## src/include/cms_regs.vh

```
// Register map, field layout and encodings of the channel mode selector.
// Assumes an APB slave with 32-bit data and word-aligned byte addresses.
`ifndef CMS_REGS_VH
`define CMS_REGS_VH

// Byte offsets.
`define CMS_CTRL_OFF        12'h000
`define CMS_EECFG_OFF       12'h004
`define CMS_CMD_OFF         12'h008
`define CMS_STATUS_OFF      12'h00C
`define CMS_CHB_OFF         12'h010

// Control register fields.
`define CMS_CTRL_LOAD_BIT   0
`define CMS_CTRL_ENUM_BIT   1

// Command register fields: value in [7:0], channel in bit 8.
`define CMS_CMD_CH_BIT      8

// Bit-mode command values.
`define CMS_BM_RESET        8'h00
`define CMS_BM_ASYNC_BB     8'h01
`define CMS_BM_SYNC_BB      8'h04
`define CMS_BM_ENGINE       8'h02
`define CMS_BM_HOSTBUS      8'h08
`define CMS_BM_SYNC_FIFO    8'h40

// Base modes held in the configuration word, two bits per channel.
`define CMS_BASE_UART       2'h0
`define CMS_BASE_FIFO       2'h1
`define CMS_BASE_CPU        2'h2
`define CMS_BASE_FSER       2'h3

// Effective channel modes.
`define CMS_MODE_UART       4'h0
`define CMS_MODE_AFIFO      4'h1
`define CMS_MODE_CPU        4'h2
`define CMS_MODE_FSER       4'h3
`define CMS_MODE_ABB        4'h4
`define CMS_MODE_SBB        4'h5
`define CMS_MODE_ENGINE     4'h6
`define CMS_MODE_HOSTBUS    4'h7
`define CMS_MODE_SFIFO      4'h8
`define CMS_MODE_OFF        4'h9

`endif

```

## src/verilog/cms_channel_mode_selector.v

```verilog
// Channel mode selector: holds the interface mode of two channels.
// Assumes software on APB writes the configuration word read from the
// EEPROM and forwards host bit-mode commands after enumeration.
//
// Local design decisions: register access over APB and the register offsets.
`timescale 1ns/1ps
`include "cms_regs.vh"

// Contract
// - Reset leaves both channels in asynchronous serial mode first.
// - After reset the EEPROM configuration is loaded to set each base mode.
// - A base mode is serial, parallel FIFO, processor FIFO or fast serial.
// - After enumeration a bit-mode command selects bit-bang or command engine mode.
// - In parallel FIFO mode the value 0x40 selects synchronous FIFO.
// - Synchronous FIFO gives channel A channel B's memory and disables channel B.
// - An unused channel B keeps default pins: data released, flags idle, strobes in. A disabled B releases data only if it never drove a pin.
// - EEPROM-only modes come only from configuration; host-only modes only by command.
module cms_channel_mode_selector (
	// Clock and reset.
	input  wire        clock,
	input  wire        rst_b,
	// APB slave.
	input  wire        psel,
	input  wire        penable,
	input  wire        pwrite,
	input  wire [11:0] paddr,
	input  wire [31:0] pwdata,
	output wire [31:0] prdata,
	output wire        pready,
	output wire        pslverr,
	// Channel modes and memory ownership.
	output wire [3:0]  mode_a,
	output wire [3:0]  mode_b,
	output wire        merge_mem,
	output wire        chb_enable,
	// Channel B default pin state.
	output wire [7:0]  chb_data_oe,
	output wire        tx_space_flag_n,
	output wire        rx_avail_flag_n,
	output wire        chb_strobe_oe
);

	////////////////////////////////////////////////////////////////////////
	reg [3:0]  mode_a_ff, mode_b_ff, nxt_mode_a, nxt_mode_b;
	reg [1:0]  base_a_ff, base_b_ff;
	reg        loaded_ff, enum_ff, chb_used_ff, cmd_err_ff;
	reg [7:0]  chb_oe_ff;
	reg [31:0] prdata_ff;
	reg        pready_ff, pslverr_ff;
	reg        nxt_err;

	wire access  = psel & penable & ~pready_ff;
	wire wr      = access & pwrite;
	wire rd      = access & ~pwrite;
	wire mapped  = (paddr == `CMS_CTRL_OFF) | (paddr == `CMS_EECFG_OFF) |
		(paddr == `CMS_CMD_OFF) | (paddr == `CMS_STATUS_OFF) |
		(paddr == `CMS_CHB_OFF);
	wire wr_cmd  = wr & (paddr == `CMS_CMD_OFF);
	wire cmd_ch  = pwdata[`CMS_CMD_CH_BIT];
	wire [7:0] cmd_val = pwdata[7:0];

	// Base mode to effective mode.
	function [3:0] base_mode;
		input [1:0] b;
		begin
			case (b)
				`CMS_BASE_UART: base_mode = `CMS_MODE_UART;
				`CMS_BASE_FIFO: base_mode = `CMS_MODE_AFIFO;
				`CMS_BASE_CPU:  base_mode = `CMS_MODE_CPU;
				default:        base_mode = `CMS_MODE_FSER;
			endcase
		end
	endfunction

	// Command applied to one channel; returns the mode or keeps the old one.
	function [4:0] apply_cmd;
		input [3:0] cur;
		input [1:0] base;
		input [7:0] v;
		begin
			apply_cmd = {1'b1, cur};
			case (v)
				`CMS_BM_RESET:     apply_cmd = {1'b0, base_mode(base)};
				`CMS_BM_ASYNC_BB:  apply_cmd = {1'b0, `CMS_MODE_ABB};
				`CMS_BM_SYNC_BB:   apply_cmd = {1'b0, `CMS_MODE_SBB};
				`CMS_BM_ENGINE:    apply_cmd = {1'b0, `CMS_MODE_ENGINE};
				`CMS_BM_HOSTBUS:   apply_cmd = {1'b0, `CMS_MODE_HOSTBUS};
				`CMS_BM_SYNC_FIFO: begin
					if (base == `CMS_BASE_FIFO)
						apply_cmd = {1'b0, `CMS_MODE_SFIFO};
				end
				default:           apply_cmd = {1'b1, cur};
			endcase
		end
	endfunction

	////////////////////////////////////////////////////////////////////////
	// Mode selection. Synchronous FIFO is only honoured on channel A with
	// both channels configured as asynchronous FIFO, since it takes B's memory.
	reg [4:0] res;
	always @* begin
		nxt_mode_a = mode_a_ff;
		nxt_mode_b = mode_b_ff;
		nxt_err    = 1'b0;
		res        = 5'h00;
		if (wr && paddr == `CMS_CTRL_OFF && pwdata[`CMS_CTRL_LOAD_BIT]) begin
			nxt_mode_a = base_mode(pwdata[1+8:8]);
			nxt_mode_b = base_mode(pwdata[3+8:10]);
		end else if (wr_cmd) begin
			if (!enum_ff || !loaded_ff) begin
				nxt_err = 1'b1;
			end else if (!cmd_ch) begin
				res = apply_cmd(mode_a_ff, base_a_ff, cmd_val);
				if (cmd_val == `CMS_BM_SYNC_FIFO && base_b_ff != `CMS_BASE_FIFO)
					res = {1'b1, mode_a_ff};
				nxt_err    = res[4];
				nxt_mode_a = res[3:0];
				if (res[3:0] == `CMS_MODE_SFIFO)
					nxt_mode_b = `CMS_MODE_OFF;
				else if (mode_a_ff == `CMS_MODE_SFIFO)
					nxt_mode_b = base_mode(base_b_ff);
			end else if (mode_b_ff == `CMS_MODE_OFF ||
				cmd_val == `CMS_BM_SYNC_FIFO) begin
				nxt_err = 1'b1;
			end else begin
				res = apply_cmd(mode_b_ff, base_b_ff, cmd_val);
				nxt_err    = res[4];
				nxt_mode_b = res[3:0];
			end
		end
	end

	always @(posedge clock or negedge rst_b) begin
		if (!rst_b) begin
			mode_a_ff   <= `CMS_MODE_UART;
			mode_b_ff   <= `CMS_MODE_UART;
			base_a_ff   <= `CMS_BASE_UART;
			base_b_ff   <= `CMS_BASE_UART;
			loaded_ff   <= 1'b0;
			enum_ff     <= 1'b0;
			chb_used_ff <= 1'b0;
			cmd_err_ff  <= 1'b0;
			chb_oe_ff   <= 8'h00;
		end else begin
			mode_a_ff <= nxt_mode_a;
			mode_b_ff <= nxt_mode_b;
			if (wr && paddr == `CMS_CTRL_OFF) begin
				if (pwdata[`CMS_CTRL_LOAD_BIT]) begin
					base_a_ff <= pwdata[9:8];
					base_b_ff <= pwdata[11:10];
					loaded_ff <= 1'b1;
				end
				enum_ff <= pwdata[`CMS_CTRL_ENUM_BIT];
			end
			if (wr_cmd)
				cmd_err_ff <= nxt_err;
			// Channel B counts as used once it drives any pin.
			if (wr && paddr == `CMS_CHB_OFF) begin
				chb_oe_ff   <= pwdata[7:0];
				chb_used_ff <= chb_used_ff | (|pwdata[7:0]);
			end
		end
	end

	////////////////////////////////////////////////////////////////////////
	// APB: pready rises one cycle into the access phase (one wait state);
	// unmapped addresses answer with an error and have no effect.
	always @(posedge clock or negedge rst_b) begin
		if (!rst_b) begin
			pready_ff  <= 1'b0;
			pslverr_ff <= 1'b0;
			prdata_ff  <= 32'h00000000;
		end else begin
			pready_ff  <= access;
			pslverr_ff <= access & ~mapped;
			if (rd) begin
				case (paddr)
					`CMS_CTRL_OFF:   prdata_ff <= {30'h0, enum_ff, loaded_ff};
					`CMS_EECFG_OFF:  prdata_ff <= {28'h0, base_b_ff, base_a_ff};
					`CMS_CMD_OFF:    prdata_ff <= {31'h0, cmd_err_ff};
					`CMS_STATUS_OFF: prdata_ff <= {23'h0, chb_used_ff, mode_b_ff, mode_a_ff};
					`CMS_CHB_OFF:    prdata_ff <= {24'h0, chb_oe_ff};
					default:         prdata_ff <= 32'h00000000;
				endcase
			end
		end
	end

	////////////////////////////////////////////////////////////////////////
	// Disabled channel B shows default pins; drivers are released only if
	// B never drove a pin, otherwise its last pin setup is left in place.
	// The handshake flags and strobe directions are held at their idle
	// levels, since the FIFO engine that would move them lives outside.
	wire      nxt_off = (nxt_mode_b == `CMS_MODE_OFF);
	reg [7:0] pin_oe_ff;
	reg       merge_ff;
	reg       chb_en_ff;
	reg       tx_flag_n_ff;
	reg       rx_flag_n_ff;
	reg       strobe_oe_ff;
	always @(posedge clock or negedge rst_b) begin
		if (!rst_b) begin
			pin_oe_ff    <= 8'h00;
			merge_ff     <= 1'b0;
			chb_en_ff    <= 1'b1;
			tx_flag_n_ff <= 1'b0;
			rx_flag_n_ff <= 1'b1;
			strobe_oe_ff <= 1'b0;
		end else begin
			merge_ff     <= nxt_off;
			chb_en_ff    <= ~nxt_off;
			tx_flag_n_ff <= 1'b0;
			rx_flag_n_ff <= 1'b1;
			strobe_oe_ff <= 1'b0;
			if (nxt_off && !chb_used_ff)
				pin_oe_ff <= 8'h00;
			else
				pin_oe_ff <= (wr && paddr == `CMS_CHB_OFF) ? pwdata[7:0] : chb_oe_ff;
		end
	end

	assign prdata          = prdata_ff;
	assign pready          = pready_ff;
	assign pslverr         = pslverr_ff;
	assign mode_a          = mode_a_ff;
	assign mode_b          = mode_b_ff;
	assign merge_mem       = merge_ff;
	assign chb_enable      = chb_en_ff;
	assign chb_data_oe     = pin_oe_ff;
	assign tx_space_flag_n = tx_flag_n_ff;
	assign rx_avail_flag_n = rx_flag_n_ff;
	assign chb_strobe_oe   = strobe_oe_ff;

endmodule // cms_channel_mode_selector

```

## config.mk

```make
export PLATFORM = sky130hd
export DESIGN_NAME = cms_channel_mode_selector
export DESIGN_NICKNAME = d
export VERILOG_FILES = /design/src/verilog/cms_channel_mode_selector.v
export VERILOG_INCLUDE_DIRS = /design/src /design/src/include
export SDC_FILE = /design/constraint.sdc
export NUM_CORES = 1
export LEC_CHECK = 0
export ABC_CLOCK_PERIOD_IN_PS = 2700
export BUFFER_PORTS_ARGS = -buffer_cell sky130_fd_sc_hd__buf_2
export CAP_MARGIN = 30
export CORE_MARGIN = 2
export CORE_UTILIZATION = 49
export DETAILED_ROUTE_END_ITERATION = 7
export PLACE_DENSITY = 0.87
export SLEW_MARGIN = 20
export SYNTH_ARGS = -nofsm -noshare
export SYNTH_HDL_FRONTEND = slang
export SYNTH_SLANG_ARGS = --single-unit
```

## constraint.sdc

```tcl
create_clock -name clock -period 2.7 [get_ports clock]
set_input_delay 0.27 -clock clock [delete_from_list [all_inputs] [get_ports clock]]
set_output_delay 0.27 -clock clock [all_outputs]
set_load 0.05 [all_outputs]
```

# Word level (Yosys, flattened, before mapping)
# Cells that the tools add are included.
[word_totals]
word_cells = 105
output_inout_bits = 55
reg_bits = 68
inputBits = 49
[op_classes]
n_bitwise = 15
eq_ne = 24
n_reduce_logical = 20
muxes = 31
[op_table]
columns = ["operator", "count"]
rows = [
  ["$pmux W5 S6", 2],
  ["$pmux W9 S5", 1],
  ["$mux W4", 11],
  ["$mux W5", 7],
  ["$eq A12 B4 Y1 const B", 2],
  ["$pmux W2 S3", 4],
  ["$eq A4 B4 Y1 const B", 4],
  ["$mux W8", 2],
  ["$eq A12 B3 Y1 const B", 1],
  ["$eq A12 B5 Y1 const B", 1],
  ["$logic_not A12 Y1", 1],
  ["$eq A2 B1 Y1 const B", 4],
  ["$eq A2 B2 Y1 const B", 4],
  ["$eq A8 B1 Y1 const B", 1],
  ["$eq A8 B2 Y1 const B", 1],
  ["$eq A8 B3 Y1 const B", 1],
  ["$eq A8 B4 Y1 const B", 1],
  ["$eq A8 B7 Y1 const B", 1],
  ["$logic_not A2 Y1", 4],
  ["$logic_not A8 Y1", 1],
  ["$reduce_or A8 Y1", 1],
  ["$and A1 B1 Y1", 6],
  ["$logic_and A1 B1 Y1", 5],
  ["$or A1 B1 Y1", 5],
  ["9 further kinds", 19],
]

# Depth between registers and ports, before layout
# Gate-level depths: netlist of run 1.
[depth]
ltp_word = 17
mapped_depth = 9

# Worst setup path after synthesis of run 1
# No wires, ideal clock.
[synth_path]
path_kind = "flip-flop to flip-flop"
from = "register pready_ff (netlist: pready)"
to = "register pin_oe_ff[0] (netlist: chb_data_oe[0])"
t_arrival_ps = 2274
n_path_buf = 1
path_stages_with_launch = 9
required_time_ps = 2576
period_less_slack_ps = 2398
slack_ps = 302
cell_sequence = "dfrtp_1 nand3b_1 inv_1 nand3_2 nor3_2 nor3_1 a211o_1 buf_6 o31a_1"
[synth_between]
elab_chain_len = 9
[synth_lines]
columns = ["item", "line_no", "source"]
rows = [
  ["from (decl)", "cms_channel_mode_selector.v:49", "reg pready_ff, pslverr_ff;"],
  ["from (signal assigned)", "cms_channel_mode_selector.v:174", "pready_ff <= access;"],
  ["$not A1 Y1 (*)", "cms_channel_mode_selector.v:52", "wire access = psel & penable & ~pready_ff;"],
  ["$and A1 B1 Y1 (*)", "cms_channel_mode_selector.v:52", ""],
  ["net access", "cms_channel_mode_selector.v:52", ""],
  ["$and A1 B1 Y1 (*)", "cms_channel_mode_selector.v:53", "wire wr = access & pwrite;"],
  ["$and A1 B1 Y1 / $logic_and A1 B1 Y1 (equally long branches)", "--", ""],
  ["$mux W4 / $logic_and A1 B1 Y1 (equally long branches)", "cms_channel_mode_selector.v:109, cms_channel_mode_selector.v:106", ""],
  ["$mux W4 (*)", "cms_channel_mode_selector.v:106", "if (wr && paddr == `CMS_CTRL_OFF && pwdata[`CMS_CTRL_LOAD_BIT]) begin"],
  ["net nxt_mode_b[1]", "cms_channel_mode_selector.v:44", "reg [3:0] mode_a_ff, mode_b_ff, nxt_mode_a, nxt_mode_b;"],
  ["$eq A4 B4 Y1 (no line) (*)", "--", ""],
  ["$logic_and A1 B1 Y1 (*)", "cms_channel_mode_selector.v:215", "if (nxt_off && !chb_used_ff)"],
  ["$mux W8 (*)", "cms_channel_mode_selector.v:215", ""],
  ["to (signal assigned)", "cms_channel_mode_selector.v:218", "pin_oe_ff <= (wr && paddr == `CMS_CHB_OFF) ? pwdata[7:0] : chb_oe_ff;"],
  ["to (decl)", "cms_channel_mode_selector.v:195", "reg [7:0] pin_oe_ff;"],
]
# The timed path passes the listed nets; every way through them passes the cells marked *.
# A chain may end at the register's enable or synchronous reset.

# Worst setup path in the final report of run 1
# Same ends and word-level chain as after synthesis.

==> flow_summary_export.csv, run 1 <==
group,metric,value,unit
outcome,status,"complete, no violations",
synth,seq_area_frac_synth,42.6,%
timing,finalSetupViolCount,0,
detailed_routing,ant_nets,0,
floorplanning,core,5170,sq um
timing,layout_min_cycle_time,2.42,ns
layout,n_antenna_cell,0,
synth,synth_top_area_share,41.6,%
power_and_ir_drop,p_comb_share,18.4,%
worst_hold_path,hp-class,"input pin to flop",
clock_network,ctsHoldBuffers,0,
global_route,grt_overflow,0,
timing,worst_slew_pin_slew,0.892,ns
synth,synthFlopType,"dfrtp_1",
worst_setup_path,startpoint,"pready$_DFF_PN0_",
worst_setup_path,end_kind,"flop",
detailed_routing,drtPass1Iterations,4,
placed_design,place_congestion,0.927,
timing,finalSetupTns,0,ns
global_route,antenna_found_initial,0,
timing,fin_hold_ws,0.231,ns
power_and_ir_drop,p_clk_share,34.7,%
synth,ys_top_cells_by_count,"dfrtp_1 (44), buf_4 (27), nand2_1 (18), nor2_1 (18), mux2_2 (15)",
layout,syn2layout_area_growth,17.2,%
global_route,grt_pass1_vias,2229,
clock_network,clkTransAtPathRegs,0.09,ns
worst_setup_path,required,2.88,ns
placed_design,port_buffers,57,
global_route,grt_max_degree,46,
worst_setup_path,critPathSlowestCell,"or4_4",
synth,async_reset_ff_share,100,%
detailed_routing,viasPerCell,5.77,
clock_network,cts_resized,0,
floorplanning,row_count,26,
clock_network,clock_latency,0.30,ns
clock_network,clockBufferDepth,2,
timing,relSlewSlack,39.7,%
detailed_routing,drt_iter0_markers,197,
power_and_ir_drop,power_leakage,1.50,nW
power_and_ir_drop,p_seq_share,46.9,%
global_route,grt_usage,23.7,%
worst_hold_path,hold_start,"pwdata[9]",
clock_network,cts_tree,"built",
clock_network,cts_setup_buffers,0,
synth,synth.distinct_cells,61,
worst_setup_path,timing.rr.start,"pready$_DFF_PN0_",
layout,layout-drive-gt1-share,34.2,%
synth,synth_edf_count,0,
timing,fin_worst_skew,0.00489,ns
power_and_ir_drop,p_sw_share,31.1,%
worst_setup_path,cp_cell_sequence,"nand3b_1 -> inv_1 -> nand3_2 -> or4_4 -> a21oi_2 -> o31a_2 -> nand2_2 -> o31a_1",
floorplanning,die_h,77.5,um
floorplanning,num_io_pins,104,
detailed_routing,drc,0,
floorplanning,die-area,6010,sq um
power_and_ir_drop,switching_power,462,uW
power_and_ir_drop,p_per_area,479,nW/um^2
power_and_ir_drop,internal-power,1.02,mW
synth,syn_area_per_cell,10.0,sq um
placed_design,dp_hpwl,5250,um
timing,hold_violations,0,
worst_setup_path,slowest_delay,0.53,ns
timing,slew_violations,0,
clock_network,numCtsBuffers,5,
synth,netlist_area,2650,sq um
worst_setup_path,worst-endpoint-arrival,2.61,ns
global_route,grt_pass1_wl,11100,um
layout,fin_nets,381,
flow_run,maxCapViolations,0,
timing,fmaxAchievable,413,MHz
worst_setup_path,path_class,"flop to flop",
synth,yosysMostFrequentCell,"dfrtp_1",
floorplanning,die_x,77.5,um
worst_setup_path,cp-start-kind,"flop",
floorplanning,initial_core_util,51.2,%
synth,synth_cells,264,
clock_network,htree_levels,2,
timing,post-route-period-util,89.7,%
synth,ys_ff_latch,45,
synth,ys_warn_count,0,
synth,synth_area_leader_cell,"dfrtp_1",
power_and_ir_drop,ir_drop,0.000313,V
detailed_routing,drt-total-wl,6890,um
worst_setup_path,cp_max_fo,10,
clock_network,cts_sinks,45,
timing,grt_setup_unrepaired,"no",
synth,synth.area.top_cells,"dfrtp_1 (42%), buf_4 (7.7%), mux2_2 (6.4%), o31a_1 (3.0%), nand2_1 (2.6%)",
detailed_routing,vias,2327,
detailed_routing,wl_per_cell,17.1,um
clock_network,clockRootBuffer,"clkbuf_8",
==> per-stage QoR <==
step | cells | utilization (%) | worst slack (ns) | area (sq um) | total power, mW
after global routing | 403 | 60.0 | 0.148 | 3100 | 1.53
after global placement | 394 | 57.6 | 0.174 | 2980 | 0.976
final | 403 | 60.0 | 0.278 | 3100 | 1.49
after CTS | 402 | 59.7 | 0.325 | 3090 | 1.49
after floorplan | 288 | - | 0.302 | 2740 | 0.936
after detailed placement | 394 | 57.6 | 0.167 | 2980 | 0.982
==> power by group through the flow <==
stage	sequential, mW	combinational (mW)	clock [mW]
2_1_floorplan	0.767	0.169	0
3_5_place_dp	0.711	0.271	0
4_1_cts	0.697	0.272	0.519
5_1_grt	0.700	0.290	0.543
3_3_place_gp	0.710	0.266	0
6_report	0.698	0.274	0.516
==> cells by family after synthesis <==
kind of cell,after synthesis,share of synthesized area [%]
XOR/XNOR,1,0.331
other,2,0.284
AO/OA/AOI/OAI,66,18.1
flip-flops,45,42.6
buffers and inverters,49,11.5
AND/OR/NAND/NOR,83,19.1
multiplexers,17,7.61
adder cells (fa/ha/maj),1,0.378
==> registers in the layout, summed over array words and instances, names as in the netlist, 2 cells and up <==
name and count:
prdata 9, mode_a 4, base_a_ff 2, mode_b 4
chb_oe_ff 8, chb_data_oe 8, base_b_ff 2
==> path summary, 6_finish.rpt <==
| check | to | slack, ns | cells after the start |
|---|---|---|---|
| worst min register to register | prdata[1]$_DFFE_PN0P_ | 0.47 | 2 |
| min in group asynchronous | chb_data_oe[7]$_DFF_PN0_ | 0.50 | 2 |
| worst min-delay path | base_a_ff[1]$_DFFE_PN0P_ | 0.23 | 2 |
| worst max register to register | chb_data_oe[0]$_DFF_PN0_ | 0.28 | 8 |
| max in group asynchronous | mode_a[0]$_DFFE_PN0P_ | 1.81 | 2 |
| worst max-delay path | chb_data_oe[0]$_DFF_PN0_ | 0.28 | 8 |
==> cells in the final DEF, fill, tap and decap left out, types with 4 or more instances in the layout <==
master	n
buf_4	19
nor2_1	18
nor3_1	5
nand2_1	18
a21oi_1	10
dfrtp_1	44
clkbuf_8	5
buf_2	56
conb_1	26
o21ai_0	11
o22ai_1	5
mux2_2	15
a211oi_1	4
o31a_1	9
nor4_1	7
inv_1	10
==> worst max-delay path, delay by kind of cell, from the launching register on <==
kind | cells | cell delay, ns
flops | 1 | 0.38
simple gates | 4 | 1.10
buf+inv | 1 | 0.16
compound gates | 3 | 0.67
==> metal layers <==
layer | share of wire [%] | GRT usage, % | wire, um
met1 | 42 | 31.0 | 2900
met2 | 48 | 37.5 | 3300
met3 | 7.5 | 5.58 | 516
met4 | 2.4 | 10.5 | 167
met5 | 0 | 0 | 0
==> final cells by class <==
class	count	area, sq um
well taps	70	87.6
repair buffers	76	433
flip-flops and latches	45	1130
multi-input cells	194	1310
inverters	10	37.5
clock inverters	2	38.8
fillers	461	2070
clock buffers	6	72.6
Power figures use the tool's default switching activity.
==> run 2, diff against run 1 <==
- MAX_ROUTING_LAYER: not set -> met4
- SKIP_LAST_GASP: not set -> 1
==> run 2 against run 1 <==
Final cell count fell by 0.74%. Critical path type unchanged. Design area fell by 1.4%. Sequential share of layout area rose by 0.52 points. Critical endpoint unchanged.
==> flow_summary_export.csv, run 2 (synthesized netlist as in run 1, its figures left out) <==
group,metric,value,unit
floorplanning,core,5170,sq um
timing,hold_violations,0,
power_and_ir_drop,power_leakage,1.48,nW
worst_setup_path,end_kind,"flop",
layout,fillers,455,
worst_setup_path,timing.rr.start,"pready$_DFF_PN0_",
global_route,grt_pass1_wl,11000,um
layout,multi_input_area,1310,sq um
clock_network,cts_tree,"built",
global_route,grt_usage,23.7,%
clock_network,clkTransAtPathRegs,0.09,ns
outcome,status,"complete, no violations",
global_route,grt_pass1_vias,2202,
global_route,grt_max_degree,46,
power_and_ir_drop,p_seq_share,49.9,%
timing,layout_min_cycle_time,2.41,ns
layout,largest_register_ffs,9,
worst_setup_path,cp-start-kind,"flop",
layout,fin_nets,378,
timing,relSlewSlack,42.9,%
detailed_routing,drt-total-wl,6770,um
worst_setup_path,r2r_cells,8,
power_and_ir_drop,p_comb_share,19.6,%
global_route,antenna_found_initial,0,
clock_network,cts_setup_buffers,0,
worst_setup_path,reg2reg_slack,0.29,ns
floorplanning,initial_core_util,51.2,%
detailed_routing,drt_iter0_markers,165,
layout,syn2layout_area_growth,15.5,%
placed_design,placedCellCount,391,
clock_network,cts_resized,0,
clock_network,clockRootBuffer,"clkbuf_8",
power_and_ir_drop,ir_drop,0.000323,V
placed_design,port_buffers,57,
timing,post-route-period-util,89.3,%
clock_network,clock_latency,0.30,ns
timing,grt_setup_unrepaired,"no",
power_and_ir_drop,switching_power,466,uW
layout,n_antenna_cell,0,
detailed_routing,drtPass1Iterations,4,
placed_design,dp_hpwl,5160,um
worst_setup_path,path_class,"flop to flop",
timing,fin_worst_skew,0.00574,ns
floorplanning,die_h,77.5,um
layout,final_common_cell,"buf_2",
worst_hold_path,hp-class,"input pin to flop",
timing,finalSetupTns,0,ns
floorplanning,die-area,6010,sq um
global_route,grt_overflow,0,
worst_setup_path,cp_max_fo,10,
flow_run,maxCapViolations,0,
clock_network,cts_sinks,45,
clock_network,numCtsBuffers,5,
worst_hold_path,hold_start,"pwdata[9]",
layout,final_util,59.1,%
timing,fmaxAchievable,415,MHz
detailed_routing,ant_nets,0,
power_and_ir_drop,p_per_area,457,nW/um^2
worst_hold_path,hold_depth,2,
layout,layout-drive-gt1-share,33.9,%
worst_setup_path,worst-endpoint-arrival,2.60,ns
power_and_ir_drop,p_sw_share,33.4,%
detailed_routing,vias,2289,
worst_hold_path,hold_path_end,"base_a_ff[1]$_DFFE_PN0P_",
placed_design,place_congestion,0.979,
timing,worst_slew_pin_slew,0.844,ns
detailed_routing,wl_per_cell,16.9,um
layout,layout_common_cells,"buf_2 (56), dfrtp_1 (44), conb_1 (26), nor2_1 (18), nand2_1 (18)",
detailed_routing,viasPerCell,5.72,
layout,final_cells,400,
detailed_routing,drc,0,
power_and_ir_drop,p_clk_share,30.5,%
clock_network,clockBufferDepth,2,
clock_network,htree_levels,2,
layout,register_area,1130,sq um
floorplanning,num_io_pins,104,
worst_setup_path,worstReg2RegEnd,"chb_data_oe[0]$_DFF_PN0_",
timing,slew_violations,0,
floorplanning,row_count,26,
worst_setup_path,required,2.89,ns
timing,finalSetupViolCount,0,
power_and_ir_drop,internal-power,931,uW
floorplanning,die_x,77.5,um
## run 2: worst max path at each step
stage | startpoint | endpoint | slack, ns | depth (start not counted)
finish | pready$_DFF_PN0_ | chb_data_oe[0]$_DFF_PN0_ | 0.29 | 8
global route | pready$_DFF_PN0_ | chb_data_oe[0]$_DFF_PN0_ | 0.13 | 8
CTS | pready$_DFF_PN0_ | chb_data_oe[0]$_DFF_PN0_ | 0.29 | 8
detailed placement | pwdata[2] | chb_data_oe[5]$_DFF_PN0_ | 0.16 | 8
global placement | pwdata[3] | merge_mem$_DFF_PN0_ | 0.18 | 9
floorplan | pready$_DFF_PN0_ | chb_data_oe[0]$_DFF_PN0_ | 0.30 | 8
## run 2: area by class of cell
class                           instances  area share, %
Multi-Input combinational cell        194           42.7
Sequential cell                        45           36.9
Timing Repair Buffer                   73           13.4
Tap cell                               70           2.86
Clock buffer                            5           2.25
Inverter                               10           1.23
Clock inverter                          3          0.696
## run 2: power groups by stage
stage                     Sequential (mW)  Clock [mW]  Combinational [mW]
after floorplan                     0.767           0               0.169
after global placement              0.710           0               0.266
after detailed placement            0.710           0               0.271
after CTS                           0.696       0.431               0.271
after global routing                0.700       0.451               0.293
final                               0.696       0.426               0.274
## run 2: repair_timing
action / CTS / global route
hold buffers: 0 / 1
endpoints found under the hold margin: 0 / 1
endpoints found under the setup margin: 0 / 0
## run 2: worst max-delay path, cell delays in order (launching register included)
cell and delay, ns:
dfrtp_1 0.38, nand3b_1 0.24, inv_1 0.17, nand3_2 0.23, or4_4 0.53, a21oi_2 0.16, o31a_2 0.18, nand2_2 0.12
o31a_1 0.31
## run 2: routing by layer
metal	GRT usage (%)	up-vias	share of wire, %
met5	-	-	0
met4	6.79	0	1.8
met3	3.37	19	5.9
met2	38.0	106	49
met1	31.7	1108	43
li1	-	1056	-
## run 2: stage by stage
stage | power [mW] | instance area (sq um) | setup slack, ns | hold WS, ns
finish | 1.40 | 3060 | 0.289 | 0.222
detailed placement | 0.981 | 2960 | 0.164 | 0.456
floorplan | 0.936 | 2740 | 0.302 | -0.0256
global placement | 0.976 | 2960 | 0.181 | 0.449
global route | 1.44 | 3060 | 0.134 | 0.225
CTS | 1.40 | 3050 | 0.292 | 0.154
==> run 3, diff against run 2 <==
- ABC_CLOCK_PERIOD_IN_PS: 2700 -> 1900
- CORE_UTILIZATION: 49 -> 44
- PLACE_DENSITY: 0.87 -> 0.83
- clock period: 2.7 -> 1.9 ns (I/O delays scaled with it)
==> run 3 against run 2 <==
The flow now finishes with violations (setup timing). Global-route usage grew 2.8 points. Via count grew 17%. Clock power grew 72%. Design area grew 27%. Routed wire length grew 24%. First-iteration DRC count grew 10%.
==> flow_summary_export.csv, run 3 (synthesized netlist as in run 1, its figures left out) <==
group,metric,value,unit
floorplanning,num_io_pins,104,
clock_network,numCtsBuffers,5,
layout,final_common_cell,"buf_4",
detailed_routing,drc,0,
worst_setup_path,slowest_delay,0.40,ns
floorplanning,row_count,28,
detailed_routing,ant_nets,0,
clock_network,cts_tree,"built",
floorplanning,initial_core_util,45.3,%
layout,register_area,1130,sq um
timing,layout_min_cycle_time,2.19,ns
floorplanning,core,5850,sq um
detailed_routing,viasPerCell,5.55,
detailed_routing,drt-total-wl,8390,um
outcome,status,"finished with violations",
global_route,grt_pass1_wl,12600,um
outcome,failed_checks,"setup timing",
global_route,grt_overflow,0,
layout,n_antenna_cell,0,
timing,post-route-period-util,115,%
worst_setup_path,cp_max_fo,5,
detailed_routing,drtPass1Iterations,4,
floorplanning,die-area,6650,sq um
layout,layout-drive-gt1-share,52.1,%
layout,final_cells,482,
floorplanning,die_x,81.6,um
clock_network,clockRootBuffer,"clkbuf_8",
layout,layout_common_cells,"buf_4 (86), buf_2 (57), dfrtp_1 (38), conb_1 (26), nand2_1 (17)",
worst_hold_path,hp-class,"input pin to flop",
layout,multi_input_area,1510,sq um
clock_network,clock_latency,0.31,ns
clock_network,htree_levels,2,
clock_network,clkTransAtPathRegs,0.09,ns
detailed_routing,vias,2677,
power_and_ir_drop,power_leakage,1.94,nW
timing,finalSetupViolCount,12,
timing,fmaxAchievable,457,MHz
global_route,antenna_found_initial,0,
timing,hold_violations,0,
worst_setup_path,worst-endpoint-arrival,2.37,ns
timing,fin_worst_skew,0.00762,ns
flow_run,maxCapViolations,0,
timing,grt_setup_unrepaired,"yes",
clock_network,clockBufferDepth,2,
detailed_routing,drt_iter0_markers,182,
timing,worst_slew_pin_slew,0.857,ns
worst_setup_path,cp_cell_sequence,"nand4bb_1 -> o211ai_1 -> o41ai_1 -> a32o_2 -> buf_4 -> a211o_2 -> o31a_1",
timing,slew_violations,0,
detailed_routing,wl_per_cell,17.4,um
placed_design,dpl-instance-area,3500,sq um
floorplanning,die_h,81.6,um
placed_design,dp_hpwl,6220,um
worst_setup_path,end_kind,"flop",
timing,timing.final.ws_setup,-0.288,ns
placed_design,port_buffers,57,
layout,syn2layout_area_growth,47.0,%
layout,fillers,456,
global_route,grt_usage,26.5,%
global_route,grt_max_degree,38,
worst_setup_path,required,2.08,ns
worst_setup_path,path_class,"flop to flop",
layout,fin_nets,455,
layout,largest_register_ffs,9,
placed_design,place_congestion,0.961,
clock_network,cts_sinks,45,
power_and_ir_drop,p_per_area,561,nW/um^2
global_route,grt_pass1_vias,2495,
power_and_ir_drop,ir_drop,0.000378,V
timing,relSlewSlack,42.9,%
placed_design,placedCellCount,457,
worst_setup_path,critPathSlowestCell,"dfrtp_2",
layout,final_cell_area,3890,sq um
worst_setup_path,cp-start-kind,"flop",
run 3: area by class of cell:
type | instances | share of cell area (%)
inverter | 10 | 0.964
clock inverter | 2 | 0.996
sequential | 45 | 29.2
multi-input combinational | 195 | 38.7
clock buffer | 6 | 1.86
tap | 75 | 2.41
timing repair buffer | 149 | 25.9
run 3: timing repair:
action / in CTS / in global routing
setup buffers: 8 / 7
endpoints found under the setup margin: 16 / 30
cloned: 1 / 0
hold buffers: 1 / 0
gates resized for setup: 10 / 18
pin swaps: 10 / 15
hold endpoints to repair: 8 / 0
run 3: stage by stage:
stage / setup WS [ns] / hold WS, ns / utilization, % / power [mW] / setup TNS (ns)
global placement: -0.498 / 0.321 / 59.9 / 1.44 / -6.38
global route: -0.360 / 0.139 / 66.5 / 2.27 / -3.59
detailed placement: -0.520 / 0.333 / 59.9 / 1.45 / -7.22
floorplan: -0.328 / -0.106 / - / 1.33 / -3.85
finish: -0.288 / 0.135 / 66.5 / 2.18 / -2.58
CTS: -0.256 / 0.126 / 64.0 / 2.19 / -2.52
run 3: worst paths after layout:
check	cells after the start	end	startpoint	slack, ns
setup / recovery	7	chb_data_oe[7]$_DFF_PN0_	mode_b[2]$_DFF_PN0_	-0.29
hold / removal	2	base_a_ff[1]$_DFFE_PN0P_	pwdata[9]	0.14
setup reg to reg	7	chb_data_oe[7]$_DFF_PN0_	mode_b[2]$_DFF_PN0_	-0.29
hold reg to reg	2	prdata[1]$_DFFE_PN0P_	prdata[1]$_DFFE_PN0P_	0.47
max in group asynchronous	3	chb_data_oe[0]$_DFF_PN0_	rst_b	0.75
min in group asynchronous	2	enum_ff$_DFFE_PN0P_	rst_b	0.53
run 3: metal layers:
metal | vias up | track usage, % | wire (um)
met4 | 0 | 9.50 | 274
met2 | 135 | 41.2 | 3920
li1 | 1226 | - | -
met5 | - | - | 0
met1 | 1293 | 34.5 | 3560
met3 | 23 | 5.71 | 635
run 3: report_power, final:
part	internal, mW	switching [mW]	leakage (nW)
clock network	0.395	0.338	0.0554
registers	0.980	0.0104	0.589
logic	0.129	0.331	1.29
total	1.50	0.679	1.94
run 3: worst max-delay path: cells and delay by family (launching register included):
family,cells,cell delay [ns]
compound gates,5,1.27
buf+inv,1,0.13
flops,1,0.40
simple gates,1,0.26
